**config.mk**
```make
export PLATFORM = sky130hd
export DESIGN_NAME = sdram_device_flat
export DESIGN_NICKNAME = d
export VERILOG_FILES = /design/src/sdram_pkg.sv /design/src/sdram_link_if.sv /design/src/sdram_device.sv /design/src/flat_wrapper.sv
export SDC_FILE = /design/constraint.sdc
export NUM_CORES = 1
export LEC_CHECK = 0
export ABC_CLOCK_PERIOD_IN_PS = 3500
export BUFFER_PORTS_ARGS = -buffer_cell sky130_fd_sc_hd__clkbuf_2
export CAP_MARGIN = 30
export CORE_UTILIZATION = 58
export DETAILED_ROUTE_END_ITERATION = 7
export HOLD_SLACK_MARGIN = 0.02
export PLACE_DENSITY = 0.79
export SETUP_SLACK_MARGIN = 0.02
export SYNTH_ARGS = -nofsm -noshare
export SYNTH_HDL_FRONTEND = slang
export SYNTH_SLANG_ARGS = --single-unit
```
**constraint.sdc**
```tcl
create_clock -name SYS_CLK_IN -period 3.5 [get_ports SYS_CLK_IN]
set_input_delay 0.175 -clock SYS_CLK_IN [delete_from_list [all_inputs] [get_ports SYS_CLK_IN]]
set_output_delay 0.175 -clock SYS_CLK_IN [all_outputs]
set_load 0.01 [all_outputs]
```
**src/sdram_pkg.sv**
```systemverilog
// Shared constants, timings and command codes for the DRAM read path.
package sdram_pkg;
  localparam int BANKS     = 4;
  localparam int BANK_W    = 2;
  localparam int ROW_W     = 12;
  localparam int COL_W     = 9;
  localparam int DQ_W      = 16;
  localparam int ROW_PAT_W = DQ_W - BANK_W - COL_W;
  localparam int AUTO_BIT  = 10;
  localparam int TMR_W     = 4;
  localparam int LEFT_W    = 4;
  localparam int LAT_MIN   = 2;

  localparam int CLK_PERIOD_PS       = 10000;
  localparam int ACT_COL_DELAY_NS    = 20;
  localparam int SAME_BANK_ACT_NS    = 60;
  localparam int OTHER_BANK_ACT_NS   = 15;
  localparam int PRECHARGE_PERIOD_NS = 20;
  localparam int ACT_COL_DELAY_CYC   = (ACT_COL_DELAY_NS * 1000 + CLK_PERIOD_PS - 1) / CLK_PERIOD_PS;
  localparam int SAME_BANK_ACT_CYC   = (SAME_BANK_ACT_NS * 1000 + CLK_PERIOD_PS - 1) / CLK_PERIOD_PS;
  localparam int OTHER_BANK_ACT_CYC  = (OTHER_BANK_ACT_NS * 1000 + CLK_PERIOD_PS - 1) / CLK_PERIOD_PS;
  localparam int PRECHARGE_CYC       = (PRECHARGE_PERIOD_NS * 1000 + CLK_PERIOD_PS - 1) / CLK_PERIOD_PS;

  localparam logic [2:0] BL_1    = 3'h0;
  localparam logic [2:0] BL_8    = 3'h3;
  localparam logic [2:0] BL_PAGE = 3'h7;

  typedef enum logic [2:0] {
    CMD_NOP,
    CMD_ACTIVE,
    CMD_READ,
    CMD_WRITE,
    CMD_PRECHARGE,
    CMD_BURST_STOP
  } cmd_t;
endpackage

```
**src/sdram_link_if.sv**
```systemverilog
// Command, address, mask and data wires between the controller and the DRAM.
interface sdram_link_if;
  import sdram_pkg::*;
  cmd_t              cmd;
  logic [BANK_W-1:0] bank;
  logic [ROW_W-1:0]  addr;
  logic              mask;
  logic [DQ_W-1:0]   dq;
  logic              dq_oe;

  modport dev (input cmd, input bank, input addr, input mask, output dq, output dq_oe);
  modport ctl (output cmd, output bank, output addr, output mask, input dq, input dq_oe);
endinterface

```
**src/sdram_device.sv**
```systemverilog
// DRAM end: bank activation tracking, read bursts, truncation and mask-driven output control.
//
// Functional notes
// - Rows must be opened before column commands.
// - Column command waits activate-to-column delay.
// - Same-bank reactivation needs precharge and interval.
// - Other-bank activate allowed with spacing.
// - Read carries column; optional auto precharge.
// - First word after latency, then one per clock.
// - Pins released when the burst ends.
// - Page burst runs on, wrapping column zero.
// - Read truncates reads seamlessly, latency-minus-one early.
// - Reads accepted on every clock.
// - Write after read needs contention-free turnaround.
// - Mask suppresses output after two clocks.
// - Write forces pins off if mask preceded.
// - Mask low before write; zero input latency.
// - Precharge truncates fixed read, latency-minus-one early.
// - No bank command during precharge period.
// - Burst stop ends read, latency-minus-one early.
// - Read latency is two or three.
// - Drive from n+m-1, valid by n+m; the device raises dq_oe and the data together at n+m.
module sdram_device
  import sdram_pkg::*;
(
  input  wire logic                 SYS_CLK_IN,
  input  wire logic                 SYS_RST_IN,
  input  wire logic                 READ_LATENCY_IN,
  input  wire logic [2:0]           BURST_LENGTH_IN,
  output logic [sdram_pkg::BANKS-1:0] BANK_OPEN_OUT,
  output logic                      CMD_ERROR_OUT,
  sdram_link_if.dev                 lnk
);
  import sdram_pkg::*;

  typedef struct packed {
    logic                  v;
    logic [DQ_W-1:0]       d;
  } elem_t;

  typedef struct packed {
    logic [BANKS-1:0]            open;
    logic [BANKS-1:0][ROW_W-1:0] row;
    logic                        run;
    logic [BANK_W-1:0]           bnk;
    logic [COL_W-1:0]            col;
    logic [COL_W-1:0]            wrap;
    logic [LEFT_W-1:0]           left;
    logic                        ap;
    logic                        cont;
    logic [1:0]                  pipe_v;
    logic [1:0][DQ_W-1:0]        pipe_d;
    logic                        mask;
    logic                        oe;
    logic [DQ_W-1:0]             dq;
    logic                        err;
  } dev_st_t;

  dev_st_t           s_q;
  dev_st_t           s_d;
  logic [BANK_W-1:0] b;
  logic [COL_W-1:0]  col0;
  logic [COL_W-1:0]  wrap0;
  logic [LEFT_W-1:0] len0;
  logic              cont0;
  logic              push;
  logic [DQ_W-1:0]   pdata;
  logic              hit;
  elem_t             src;

  // Read data carries its own bank, low row bits and column so a bench can check ordering.
  function automatic logic [DQ_W-1:0] word(input logic [BANK_W-1:0] bk,
                                           input logic [ROW_W-1:0]  rw,
                                           input logic [COL_W-1:0]  cl);
    word = {bk, rw[ROW_PAT_W-1:0], cl};
  endfunction

  // Fixed bursts wrap inside their aligned block; a page burst wraps the whole row.
  function automatic logic [COL_W-1:0] step(input logic [COL_W-1:0] cl,
                                            input logic [COL_W-1:0] wm);
    step = (cl & ~wm) | ((cl + COL_W'(1)) & wm);
  endfunction

  always_comb
  begin
    b     = lnk.bank;
    col0  = lnk.addr[COL_W-1:0];
    cont0 = (BURST_LENGTH_IN == BL_PAGE);
    if (cont0 || BURST_LENGTH_IN > BL_8)
    begin
      len0  = '0;
      wrap0 = '1;
    end
    else
    begin
      len0  = LEFT_W'(1) << BURST_LENGTH_IN[1:0];
      wrap0 = COL_W'(len0 - LEFT_W'(1));
    end
    hit = (lnk.addr[AUTO_BIT] || s_q.bnk == b);
  end

  always_comb
  begin
    s_d     = s_q;
    s_d.err = 1'b0;
    s_d.mask = lnk.mask;
    push    = 1'b0;
    pdata   = '0;
    if (s_q.run)
    begin
      push     = 1'b1;
      pdata    = word(s_q.bnk, s_q.row[s_q.bnk], s_q.col);
      s_d.col  = step(s_q.col, s_q.wrap);
      if (!s_q.cont)
      begin
        s_d.left = s_q.left - LEFT_W'(1);
        if (s_q.left == LEFT_W'(1))
        begin
          s_d.run = 1'b0;
          if (s_q.ap)
          begin
            s_d.open[s_q.bnk] = 1'b0;
          end
        end
      end
    end
    case (lnk.cmd)
      CMD_ACTIVE:
      begin
        if (s_q.open[b])
        begin
          s_d.err = 1'b1;
        end
        else
        begin
          s_d.open[b] = 1'b1;
          s_d.row[b]  = lnk.addr;
        end
      end
      CMD_READ:
      begin
        if (!s_q.open[b])
        begin
          s_d.err = 1'b1;
        end
        else
        begin
          // A new read replaces the running burst; words already in the pipe still leave.
          push      = 1'b1;
          pdata     = word(b, s_q.row[b], col0);
          s_d.bnk   = b;
          s_d.wrap  = wrap0;
          s_d.col   = step(col0, wrap0);
          s_d.cont  = cont0;
          s_d.ap    = lnk.addr[AUTO_BIT] && !cont0;
          s_d.left  = len0 - LEFT_W'(1);
          s_d.run   = cont0 || len0 > LEFT_W'(1);
          if (!s_d.run && s_d.ap)
          begin
            s_d.open[b] = 1'b0;
          end
        end
      end
      CMD_WRITE:
      begin
        s_d.run = 1'b0;
        push    = 1'b0;
        if (!s_q.open[b] || (!s_q.mask && (s_q.oe || s_q.pipe_v != 2'h0)))
        begin
          s_d.err = 1'b1;
        end
      end
      CMD_PRECHARGE:
      begin
        if (hit)
        begin
          s_d.run = 1'b0;
          push    = 1'b0;
        end
        if (lnk.addr[AUTO_BIT])
        begin
          s_d.open = '0;
        end
        else
        begin
          s_d.open[b] = 1'b0;
        end
      end
      CMD_BURST_STOP:
      begin
        s_d.run = 1'b0;
        push    = 1'b0;
      end
      default:
      begin
      end
    endcase
    s_d.pipe_v = {s_q.pipe_v[0], push};
    s_d.pipe_d = {s_q.pipe_d[0], pdata};
    // Stage 0 feeds latency two, stage 1 latency three; the output flop adds the last edge.
    src.v = READ_LATENCY_IN ? s_q.pipe_v[1] : s_q.pipe_v[0];
    src.d = READ_LATENCY_IN ? s_q.pipe_d[1] : s_q.pipe_d[0];
    s_d.oe = src.v && !s_q.mask;
    s_d.dq = src.d;
    if (lnk.cmd == CMD_WRITE)
    begin
      // Flushing here is what keeps late read words off a bus the writer now owns.
      s_d.pipe_v = 2'h0;
      s_d.oe     = 1'b0;
    end
  end

  always_ff @(posedge SYS_CLK_IN)
  begin
    if (SYS_RST_IN)
    begin
      s_q <= '0;
    end
    else
    begin
      s_q <= s_d;
    end
  end

  assign BANK_OPEN_OUT = s_q.open;
  assign CMD_ERROR_OUT = s_q.err;
  assign lnk.dq        = s_q.dq;
  assign lnk.dq_oe     = s_q.oe;
endmodule

```
**src/flat_wrapper.sv**
```systemverilog
// flat-port wrapper written by rule: the top's interface ports become plain ports
module sdram_device_flat import sdram_pkg::*;
  (SYS_CLK_IN, SYS_RST_IN, READ_LATENCY_IN, BURST_LENGTH_IN, BANK_OPEN_OUT, CMD_ERROR_OUT, lnk_cmd, lnk_bank, lnk_addr, lnk_mask, lnk_dq, lnk_dq_oe);
  sdram_link_if lnk_i ();
  input  wire logic SYS_CLK_IN;
  input  wire logic SYS_RST_IN;
  input  wire logic READ_LATENCY_IN;
  input  wire logic [2:0] BURST_LENGTH_IN;
  output logic [sdram_pkg::BANKS-1:0] BANK_OPEN_OUT;
  output logic CMD_ERROR_OUT;
  input wire logic [$bits(lnk_i.cmd)-1:0] lnk_cmd;
  input wire logic [$bits(lnk_i.bank)-1:0] lnk_bank;
  input wire logic [$bits(lnk_i.addr)-1:0] lnk_addr;
  input wire logic [$bits(lnk_i.mask)-1:0] lnk_mask;
  output wire logic [$bits(lnk_i.dq)-1:0] lnk_dq;
  output wire logic [$bits(lnk_i.dq_oe)-1:0] lnk_dq_oe;
  assign lnk_i.cmd = lnk_cmd;
  assign lnk_i.bank = lnk_bank;
  assign lnk_i.addr = lnk_addr;
  assign lnk_i.mask = lnk_mask;
  assign lnk_dq = lnk_i.dq;
  assign lnk_dq_oe = lnk_i.dq_oe;
  sdram_device u_core (.SYS_CLK_IN(SYS_CLK_IN), .SYS_RST_IN(SYS_RST_IN), .READ_LATENCY_IN(READ_LATENCY_IN), .BURST_LENGTH_IN(BURST_LENGTH_IN), .BANK_OPEN_OUT(BANK_OPEN_OUT), .CMD_ERROR_OUT(CMD_ERROR_OUT), .lnk(lnk_i));
endmodule
```
Yosys cells after proc, flatten, opt, wreduce, memory -nomap -nowiden:

Index checks and enable logic that the tools add are counted.

* flip-flop bits (word level): 132
* bits of input ports: 24
* output and inout bits: 22
* logic and storage cells: 120

* add/sub/neg operators: 5
* $lt $le $gt $ge: 6
* equality and inequality tests: 8
* shift operators: 1
* muxes and demuxes: 47
* bitwise logic cells: 14
* reduce and logical (&&, ||, !) cells: 20

Operator list (number)
* 2-to-1 mux 16 bit: 4
* 2-to-1 mux 52 bit: 1
* binary-select mux 12 bit (select 2 bit): 2
* bitwise mux 48 bit: 1
* 2-to-1 mux 4 bit: 10
* bitwise AND 9 bit: 4
* 2-to-1 mux 27 bit: 1
* demux 12 bit (select 2 bit): 1
* 2-to-1 mux 24 bit: 1
* adder 9 x 1 -> 9 bit, second input constant: 2
* 2-to-1 mux 9 bit: 2
* NOT 9 bit: 2
* OR 9 bit: 2
* 2-to-1 mux 1 bit: 14
* 2-to-1 mux 12 bit: 1
* one-hot mux 4 bit (3 select lines): 1
* 2-to-1 mux 5 bit: 2
* == test 3 bit, second input constant: 3
* one-hot mux 1 bit (3 select lines): 3
* bitwise AND 4 bit: 2
* NOT 4 bit: 2
* subtractor 4 x 1 -> 4 bit, second input constant: 2
* == test 3 x 2 -> 1 bit, second input constant: 2
* logical AND 1 bit: 6
* other kinds (18): 30

Logic depth before layout (Yosys ltp):

Gate-level depths: netlist (run 1).

* depth after elaboration: 14
* gate-level depth with buffers: 9
* gate-level depth less buffers: 8

Worst setup path after synthesis (run 1):

OpenSTA, ideal clock, no wires.

* path type: input to register
* start point: input BURST_LENGTH_IN[2]
* end point: register u_core.s_q, in the netlist u_core.BANK_OPEN_OUT[1]
* library setup time: 95 ps
* arrival: 1699 ps
* required time: 3405 ps
* slack: 1705 ps
* stages: 9
* path buffers: 1
* path through: clkbuf_1 > nor3_1 > inv_1 > ha_1 > o21ba_2 > o22ai_1 > nand4_1 > a21oi_1 > a221oi_1

* word-level cells in the longest chain between the ends: 10
* elaborated cells between the ends (all ways): 13
* classes of those cells: order compare (2); eq/ne (1); mux (4); reduce/logical (6)

Ends and longest elaborated chain
* from (decl): RTL line flat_wrapper.sv:8 `input wire logic [2:0] BURST_LENGTH_IN;`
* greater-than comparator 3 x 2 -> 1 bit / == test 3 bit (equally long branches): RTL line sdram_device.sv:89, sdram_device.sv:88
* logical OR 1 bit: RTL line sdram_device.sv:89 `if (cont0 || BURST_LENGTH_IN > BL_8)`
* 2-to-1 mux 4 bit: RTL line sdram_device.sv:89
* greater-than comparator 4 x 1 -> 1 bit: RTL line sdram_device.sv:157 `s_d.run = cont0 || len0 > LEFT_W'(1);`
* logical OR 1 bit: RTL line sdram_device.sv:157
* logical NOT 1 bit: RTL line sdram_device.sv:158 `if (!s_d.run && s_d.ap)`
* logical AND 1 bit *: RTL line sdram_device.sv:158
* 2-to-1 mux 4 bit *: RTL line sdram_device.sv:158
* 2-to-1 mux 4 bit *: RTL line sdram_device.sv:142 `if (!s_q.open[b])`
* one-hot mux 4 bit (3 select lines) *: RTL line sdram_device.sv:127 `case (lnk.cmd)`
* to (signal assigned): RTL line sdram_device.sv:217 `s_q <= '0;`
* to (signal assigned): RTL line sdram_device.sv:221 `s_q <= s_d;`
* to (decl): RTL line sdram_device.sv:59 `dev_st_t s_q;`

Every way passes the cells marked *; elsewhere a longest branch is shown, timed or not.
A chain may end at the register's enable or synchronous reset.

Worst setup path after layout (run 1):

* start point: register u_core.s_q[55] in the netlist's numbering
* end point: register u_core.s_q, in the netlist u_core.BANK_OPEN_OUT[0]

* word-level cells in the longest chain between the ends: 8
* elaborated cells between the ends (all ways): 11
* classes of those cells: eq/ne (1); mux (8); bitwise (2)

Ends and longest elaborated chain
* == test 4 x 1 -> 1 bit *: RTL line sdram_device.sv:117 `if (s_q.left == LEFT_W'(1))`
* 2-to-1 mux 4 bit *: RTL line sdram_device.sv:117
* 2-to-1 mux 4 bit *: RTL line sdram_device.sv:114 `if (!s_q.cont)`
* 2-to-1 mux 4 bit *: RTL line sdram_device.sv:109 `if (s_q.run)`
* bitwise AND 4 bit (no line)
* 2-to-1 mux 4 bit: RTL line sdram_device.sv:158
* 2-to-1 mux 4 bit: RTL line sdram_device.sv:142
* one-hot mux 4 bit (3 select lines) *: RTL line sdram_device.sv:127

Marks and branches as above.

==> results of run 1 <==
## worst max-delay path: stages, from the launching register on
cell and delay [ns]:
dfxtp_1 0.40, ha_1 0.16, nor4b_1 0.50, and3_1 0.34, or3b_1 0.36, a21boi_0 0.18, a311oi_1 0.07
## area by class of cell
class / instances / area [sq um]
multi-input combinational: 327 / 2240
timing repair buffer: 49 / 263
clock buffer: 10 / 128
fill: 664 / 2830
sequential: 100 / 2000
clock inverter: 6 / 71.3
inverter: 7 / 26.3
tap: 102 / 128
## worst max path at each step
stage | startpoint | endpoint | slack [ns] | cells after the start
3_3_place_gp | lnk_bank[1] | u_core.s_q[69] | 1.23 | 6
3_5_place_dp | lnk_bank[1] | u_core.s_q[69] | 1.20 | 6
2_1_floorplan | BURST_LENGTH_IN[2] | u_core.BANK_OPEN_OUT[1] | 1.71 | 9
6_report | u_core.s_q[55] | u_core.BANK_OPEN_OUT[0] | 1.38 | 6
5_1_grt | u_core.s_q[55] | u_core.BANK_OPEN_OUT[0] | 1.14 | 6
4_1_cts | u_core.s_q[55] | u_core.BANK_OPEN_OUT[0] | 1.37 | 6
## routing by layer
| layer | track usage, % | routed length [um] | vias to the layer above |
|---|---|---|---|
| met4 | 9.79 | 176 | 0 |
| met3 | 3.96 | 402 | 16 |
| met2 | 39.2 | 4390 | 89 |
| li1 | - | - | 1677 |
| met1 | 27.9 | 3760 | 1586 |
| met5 | 0 | 0 | - |
## per-stage QoR
stage | total power, uW | hold WS (ns) | instance area (sq um) | setup WS (ns) | cells
3_5_place_dp | 1300 | 0.395 | 4650 | 1.20 | 584
5_1_grt | 2080 | 0.0778 | 4860 | 1.14 | 601
4_1_cts | 2030 | 0.0340 | 4860 | 1.37 | 601
6_report | 2010 | 0.0505 | 4860 | 1.38 | 601
2_1_floorplan | 1260 | 0.266 | 4580 | 1.71 | 489
3_3_place_gp | 1290 | 0.382 | 4650 | 1.23 | 584
## kinds of logic after synthesis
logic type | synth area share [%]
xor gates and xnor gates | 4.01
buffers and inverters | 7.45
DFF | 43.7
adders and majority gates | 2.18
AOI/OAI and AO/OA | 9.58
muxes | 14.2
and+or+nand+nor | 18.9
## power groups by stage
stage | Clock [uW] | Sequential, uW | Combinational (uW)
5_1_grt | 797 | 1150 | 138
3_5_place_dp | 0 | 1170 | 123
4_1_cts | 753 | 1150 | 125
2_1_floorplan | 0 | 1170 | 87.5
6_report | 740 | 1150 | 125
3_3_place_gp | 0 | 1170 | 121
## cell usage in the layout (no fill, tap or decap), types with 9 or more instances in the layout
master      n
xor2_1     10
dfxtp_1   100
nor2_1     58
mux4_2     11
mux2i_1    39
a211oi_1   14
a21oi_1    29
nand3_1    26
nor2b_1    18
xnor2_1    11
nand2_1    38
clkbuf_2   42
clkbuf_8    9
==> impl_metrics.env, run 1 <==
export IMPL_rows=32
export IMPL_crit_type="reg2reg"
export IMPL_grt_pass1_vias=3192
export IMPL_core_area_sq_um=7690
export IMPL_antenna_left=0
export IMPL_critical_path_required_ns=3.73
export IMPL_netlist_top_cells_area="dfxtp_1 44%, mux2i_1 8.5%, mux4_2 5.4%"
export IMPL_status="complete, no violations"
export IMPL_pwr_share_comb_pct=6.2
export IMPL_worstHoldPathType="in2reg"
export IMPL_track_usage_pct=22.7
export IMPL_die_area_sq_um=8260
export IMPL_synth_flop_cell="dfxtp_1"
export IMPL_r2r_end="u_core.BANK_OPEN_OUT[0]"
export IMPL_slew_headroom_pct=50.9
export IMPL_drtIter0Drc=171
export IMPL_io_pins=46
export IMPL_r2r_slack_ns=1.38
export IMPL_tightest_slew_ns=0.732
export IMPL_antenna_found_initial=0
export IMPL_cts_root_buf="clkbuf_8"
export IMPL_syn_area_per_cell_sq_um=9.37
export IMPL_final_nets=526
export IMPL_netlist_top_cells_count="100 x dfxtp_1, 58 x nor2_1, 39 x mux2i_1"
export IMPL_clockBufferDepth=2
export IMPL_async_flop_share_pct=0
export IMPL_final_min_clock_period_ns=2.12
export IMPL_r2r_start="u_core.s_q[55]"
export IMPL_drt_first_pass_iters=4
export IMPL_gp_congestion=0.823
export IMPL_yosys_cell_count_top_type="dfxtp_1"
export IMPL_powerDensity_nw_per_um2=415
export IMPL_clkPwrFrac_pct=36.8
export IMPL_post_cts_setup_buffers=0
export IMPL_r2r_cells=6
export IMPL_holdBufCountCts=1
export IMPL_start_util_pct=59.6
export IMPL_viasPerCell=5.60
export IMPL_port_buffers=43
export IMPL_h_tree_depth=3
export IMPL_synth_seq_cells=100
export IMPL_wl_per_cell_um=14.5
export IMPL_ys_warn_count=0
export IMPL_hold_depth=3
export IMPL_p_int_uw=1530
export IMPL_syn2layout_area_growth_pct=5.98
export IMPL_drt_total_wl_mm=8.73
export IMPL_fmax_ghz=0.471
export IMPL_grt_pass1_wl_mm=15.0
export IMPL_postSynthCellCount=489
export IMPL_numCtsBuffers=9
export IMPL_cts_num_sinks=100
export IMPL_clkSlewWorstSetupHoldPaths_ns=0.10
export IMPL_syn_nets=521
export IMPL_fin_skew_ns=0.00674
export IMPL_crit_path_end_kind="flop"
export IMPL_layout_drive_gt1_share_pct=16.0
export IMPL_vias=3368
export IMPL_hold_path_endpoint="u_core.s_d[43]"
export IMPL_startpoint_type="flop"
export IMPL_fin_util_pct=63.2
export IMPL_hold_viol_final=0
export IMPL_crit_path_max_fanout=4
export IMPL_timing_max_cap_violations=0
export IMPL_synth_edf_count=0
export IMPL_antennaDiodeCount=0
export IMPL_synth_top_area_share_pct=43.7
export IMPL_clock_latency_ns=0.37
export IMPL_cp_arrival_ns=2.36
export IMPL_cellLeakagePower_uw=0.00192
export IMPL_holdCritStartpoint="lnk_addr[8]"
export IMPL_seq_area_frac_synth_pct=43.7
export IMPL_fin_crit_sh_pct=60.7
export IMPL_grt_max_degree=57
export IMPL_cts_resized=0
export IMPL_dp_hpwl_mm=5.93
export IMPL_drcViolationCount=0
export IMPL_yosysUniqueCellTypes=49
export IMPL_setup_violations_final=0
export IMPL_die_x_um=90.9
export IMPL_cts_tree="done"
export IMPL_seq_power_share_pct=57.0
export IMPL_rsz0062_at_grt="no"
export IMPL_ir_drop_mv=0.256
export IMPL_maxSlewViolCount=0
export IMPL_netlist_area_sq_um=4580
export IMPL_grt_overflow=0
export IMPL_die_h_um=90.9
export IMPL_netSwitchingPower_uw=486
export IMPL_synth_largest_area_cell="dfxtp_1"
export IMPL_tns_ns=0
export IMPL_swShare_pct=24.1
(Power assumes the default switching activity.)
==> run 2: changes to the inputs <==
--- a/config.mk
+++ b/config.mk
@@ -5,13 +5,14 @@
 export SDC_FILE = /design/constraint.sdc
 export NUM_CORES = 1
 export LEC_CHECK = 0
-export ABC_CLOCK_PERIOD_IN_PS = 3500
+export ABC_AREA = 1
+export ABC_CLOCK_PERIOD_IN_PS = 2070
 export BUFFER_PORTS_ARGS = -buffer_cell sky130_fd_sc_hd__clkbuf_2
 export CAP_MARGIN = 30
 export CORE_UTILIZATION = 58
 export DETAILED_ROUTE_END_ITERATION = 7
 export HOLD_SLACK_MARGIN = 0.02
-export PLACE_DENSITY = 0.79
+export PLACE_DENSITY = 0.78
 export SETUP_SLACK_MARGIN = 0.02
 export SYNTH_ARGS = -nofsm -noshare
 export SYNTH_HDL_FRONTEND = slang
==> constraint.sdc (replaced) <==
create_clock -name SYS_CLK_IN -period 2.07 [get_ports SYS_CLK_IN]
set_input_delay 0.1035 -clock SYS_CLK_IN [delete_from_list [all_inputs] [get_ports SYS_CLK_IN]]
set_output_delay 0.1035 -clock SYS_CLK_IN [all_outputs]
set_load 0.01 [all_outputs]
==> impl_metrics.env, run 2 <==
export IMPL_status="complete, no violations"
export IMPL_antenna_left=0
export IMPL_grt_overflow=0
export IMPL_drcViolationCount=0
export IMPL_drtIter0Drc=258
export IMPL_slew_headroom_pct=48.9
export IMPL_cellLeakagePower_uw=0.00210
export IMPL_crit_path_max_fanout=5
export IMPL_startpoint_type="primary input"
export IMPL_numCtsBuffers=9
export IMPL_setup_violations_final=0
export IMPL_syn_nets=701
export IMPL_final_min_clock_period_ns=1.80
export IMPL_cp_arrival_ns=2.05
export IMPL_cts_tree="done"
export IMPL_track_usage_pct=26.7
export IMPL_cts_num_sinks=100
export IMPL_netlist_top_cells_area="dfxtp_1 40%, nand2_1 9.5%, o21ai_0 7.0%"
export IMPL_grt_pass1_vias=3817
export IMPL_cp_slowest_stage_delay_ns=0.55
export IMPL_h_tree_depth=3
export IMPL_crit_type="in2reg"
export IMPL_rows=33
export IMPL_synth_edf_count=0
export IMPL_crit_family="simple AND/OR/NAND/NOR gates"
export IMPL_fin_util_pct=64.1
export IMPL_tightest_slew_ns=0.766
export IMPL_hold_depth=3
export IMPL_worstPathCellList="dlygate4sd3_1 -> clkbuf_2 -> inv_1 -> nand3_1 -> ha_1 -> nand2_1 -> nand2_1 -> nand3_1 -> nand2_1 -> nand3_1 -> nand3_1 -> nor2_1 -> nor2_1"
export IMPL_fin_crit_sh_pct=87.1
export IMPL_timing_max_cap_violations=0
export IMPL_ir_drop_mv=0.312
export IMPL_clkSlewWorstSetupHoldPaths_ns=0.10
export IMPL_core_area_sq_um=8260
export IMPL_yosysUniqueCellTypes=38
export IMPL_port_buffers=43
export IMPL_clock_latency_ns=0.37
export IMPL_crit_path_end_kind="flop"
export IMPL_netlist_area_sq_um=4950
export IMPL_synth_top_area_share_pct=40.4
export IMPL_antenna_found_initial=0
export IMPL_post_place_cells=774
export IMPL_viasPerCell=5.43
export IMPL_drt_first_pass_iters=5
export IMPL_layoutNonFillerInstCount=794
export IMPL_final_nets=716
export IMPL_yosys_cell_count_top_type="nand2_1"
export IMPL_rsz0062_at_grt="no"
export IMPL_crit_buf_inv=3
export IMPL_cts_root_buf="clkbuf_8"
export IMPL_ys_warn_count=0
export IMPL_netlist_top_cells_count="125 x nand2_1, 100 x dfxtp_1, 69 x o21ai_0"
export IMPL_die_area_sq_um=8910
export IMPL_gp_congestion=0.897
export IMPL_postSynthCellCount=669
export IMPL_syn2layout_area_growth_pct=6.85
export IMPL_layout_drive_gt1_share_pct=14.5
export IMPL_powerDensity_nw_per_um2=676
export IMPL_cpMaxStageDelayCell="dlygate4sd3_1"
export IMPL_worst_path_stages=13
export IMPL_wl_per_cell_um=13.9
export IMPL_start_util_pct=60.0
export IMPL_whs_ns=0.0663
export IMPL_worstHoldPathType="in2reg"
export IMPL_r2r_cells=10
export IMPL_r2r_slack_ns=0.33
export IMPL_hold_viol_final=0
export IMPL_die_h_um=94.4
export IMPL_vias=4308
export IMPL_antennaDiodeCount=0
export IMPL_tns_ns=0
export IMPL_mostFrequentLayoutCells="125 x nand2_1, 100 x dfxtp_1, 69 x o21ai_0"
export IMPL_drt_total_wl_mm=11.1
export IMPL_syn_area_per_cell_sq_um=7.40
export IMPL_maxSlewViolCount=0
export IMPL_critical_path_required_ns=2.32
export IMPL_die_x_um=94.4
export IMPL_synth_flop_cell="dfxtp_1"
export IMPL_fmax_ghz=0.554
export IMPL_dp_hpwl_mm=7.64
export IMPL_async_flop_share_pct=0
export IMPL_grt_pass1_wl_mm=18.4
export IMPL_synth_seq_cells=100
export IMPL_clockBufferDepth=2
export IMPL_synth_largest_area_cell="dfxtp_1"
export IMPL_seq_area_frac_synth_pct=40.4
export IMPL_grt_max_degree=48
export IMPL_fin_skew_ns=0.00867
export IMPL_io_pins=46
export IMPL_timing_critical_path_mode_cell="nand3_1"
export IMPL_final_common_cell="nand2_1"
## run 2: cell types whose count changed after synthesis, sizes merged, moves of 18 or more
| cell | delta |
|---|---|
| o21ai | +67 |
| inv | +66 |
| nand2 | +91 |
| a21oi | +35 |
| mux2i | -39 |
| nor2b | -18 |
## run 2: through the flow
| stage | setup WS, ns | power, uW | cell area [sq um] |
|---|---|---|---|
| CTS | 0.281 | 3600 | 5290 |
| detailed placement | 0.280 | 2440 | 5060 |
| floorplan | 0.645 | 2330 | 4950 |
| global placement | 0.301 | 2420 | 5060 |
| global route | 0.110 | 3730 | 5290 |
| finish | 0.266 | 3580 | 5290 |
## run 2: logic make-up after synthesis
group | after synthesis | synth area share (%)
buf+inv | 124 | 12.0
xor+xnor | 14 | 2.48
compound gates | 167 | 19.2
flops | 100 | 40.4
simple gates | 256 | 24.0
fa+ha+maj | 8 | 2.02
## run 2: worst paths after layout
kind | endpoint | startpoint
max | u_core.BANK_OPEN_OUT[2] | BURST_LENGTH_IN[1]
min | u_core.s_q[61] | BURST_LENGTH_IN[0]
max reg2reg | u_core.s_q[76] | u_core.BANK_OPEN_OUT[3]
min reg2reg | u_core.s_q[40] | u_core.s_d[40]
## run 2: worst min-delay path: stages
cell and delay (ns):
clkbuf_2 0.12, nand2_1 0.09, a31oi_1 0.08
## run 2: timing repair
action                                  in CTS  in global routing
endpoints found under the setup margin       0                  2
gates resized for setup                      0                  1
buffers inserted                             0                  0
hold endpoints to repair                     4                  0
hold buffers                                 4                  0
## run 2: cell type report
cell class | count | area [sq um]
tap | 105 | 131
timing repair buffer | 55 | 340
sequential | 100 | 2000
fill | 767 | 2970
clock inverter | 7 | 60.1
inverter | 73 | 274
multi-input combinational | 445 | 2360
clock buffer | 9 | 124
## run 2: report_power, final
| group | leakage (uW) | total, uW | internal (uW) | switching, uW |
|---|---|---|---|---|
| clock network | 0.0000892 | 1170 | 456 | 718 |
| logic | 0.00120 | 405 | 131 | 274 |
| registers | 0.000811 | 2000 | 1970 | 26.0 |
## run 2: metal layers
| metal | GRT usage, % | vias to the layer above | routed length [um] |
|---|---|---|---|
| li1 | - | 2207 | - |
| met1 | 32.5 | 1958 | 4790 |
| met2 | 48.0 | 133 | 5560 |
| met3 | 4.51 | 10 | 596 |
| met4 | 7.56 | 0 | 107 |
| met5 | 0 | - | 0 |
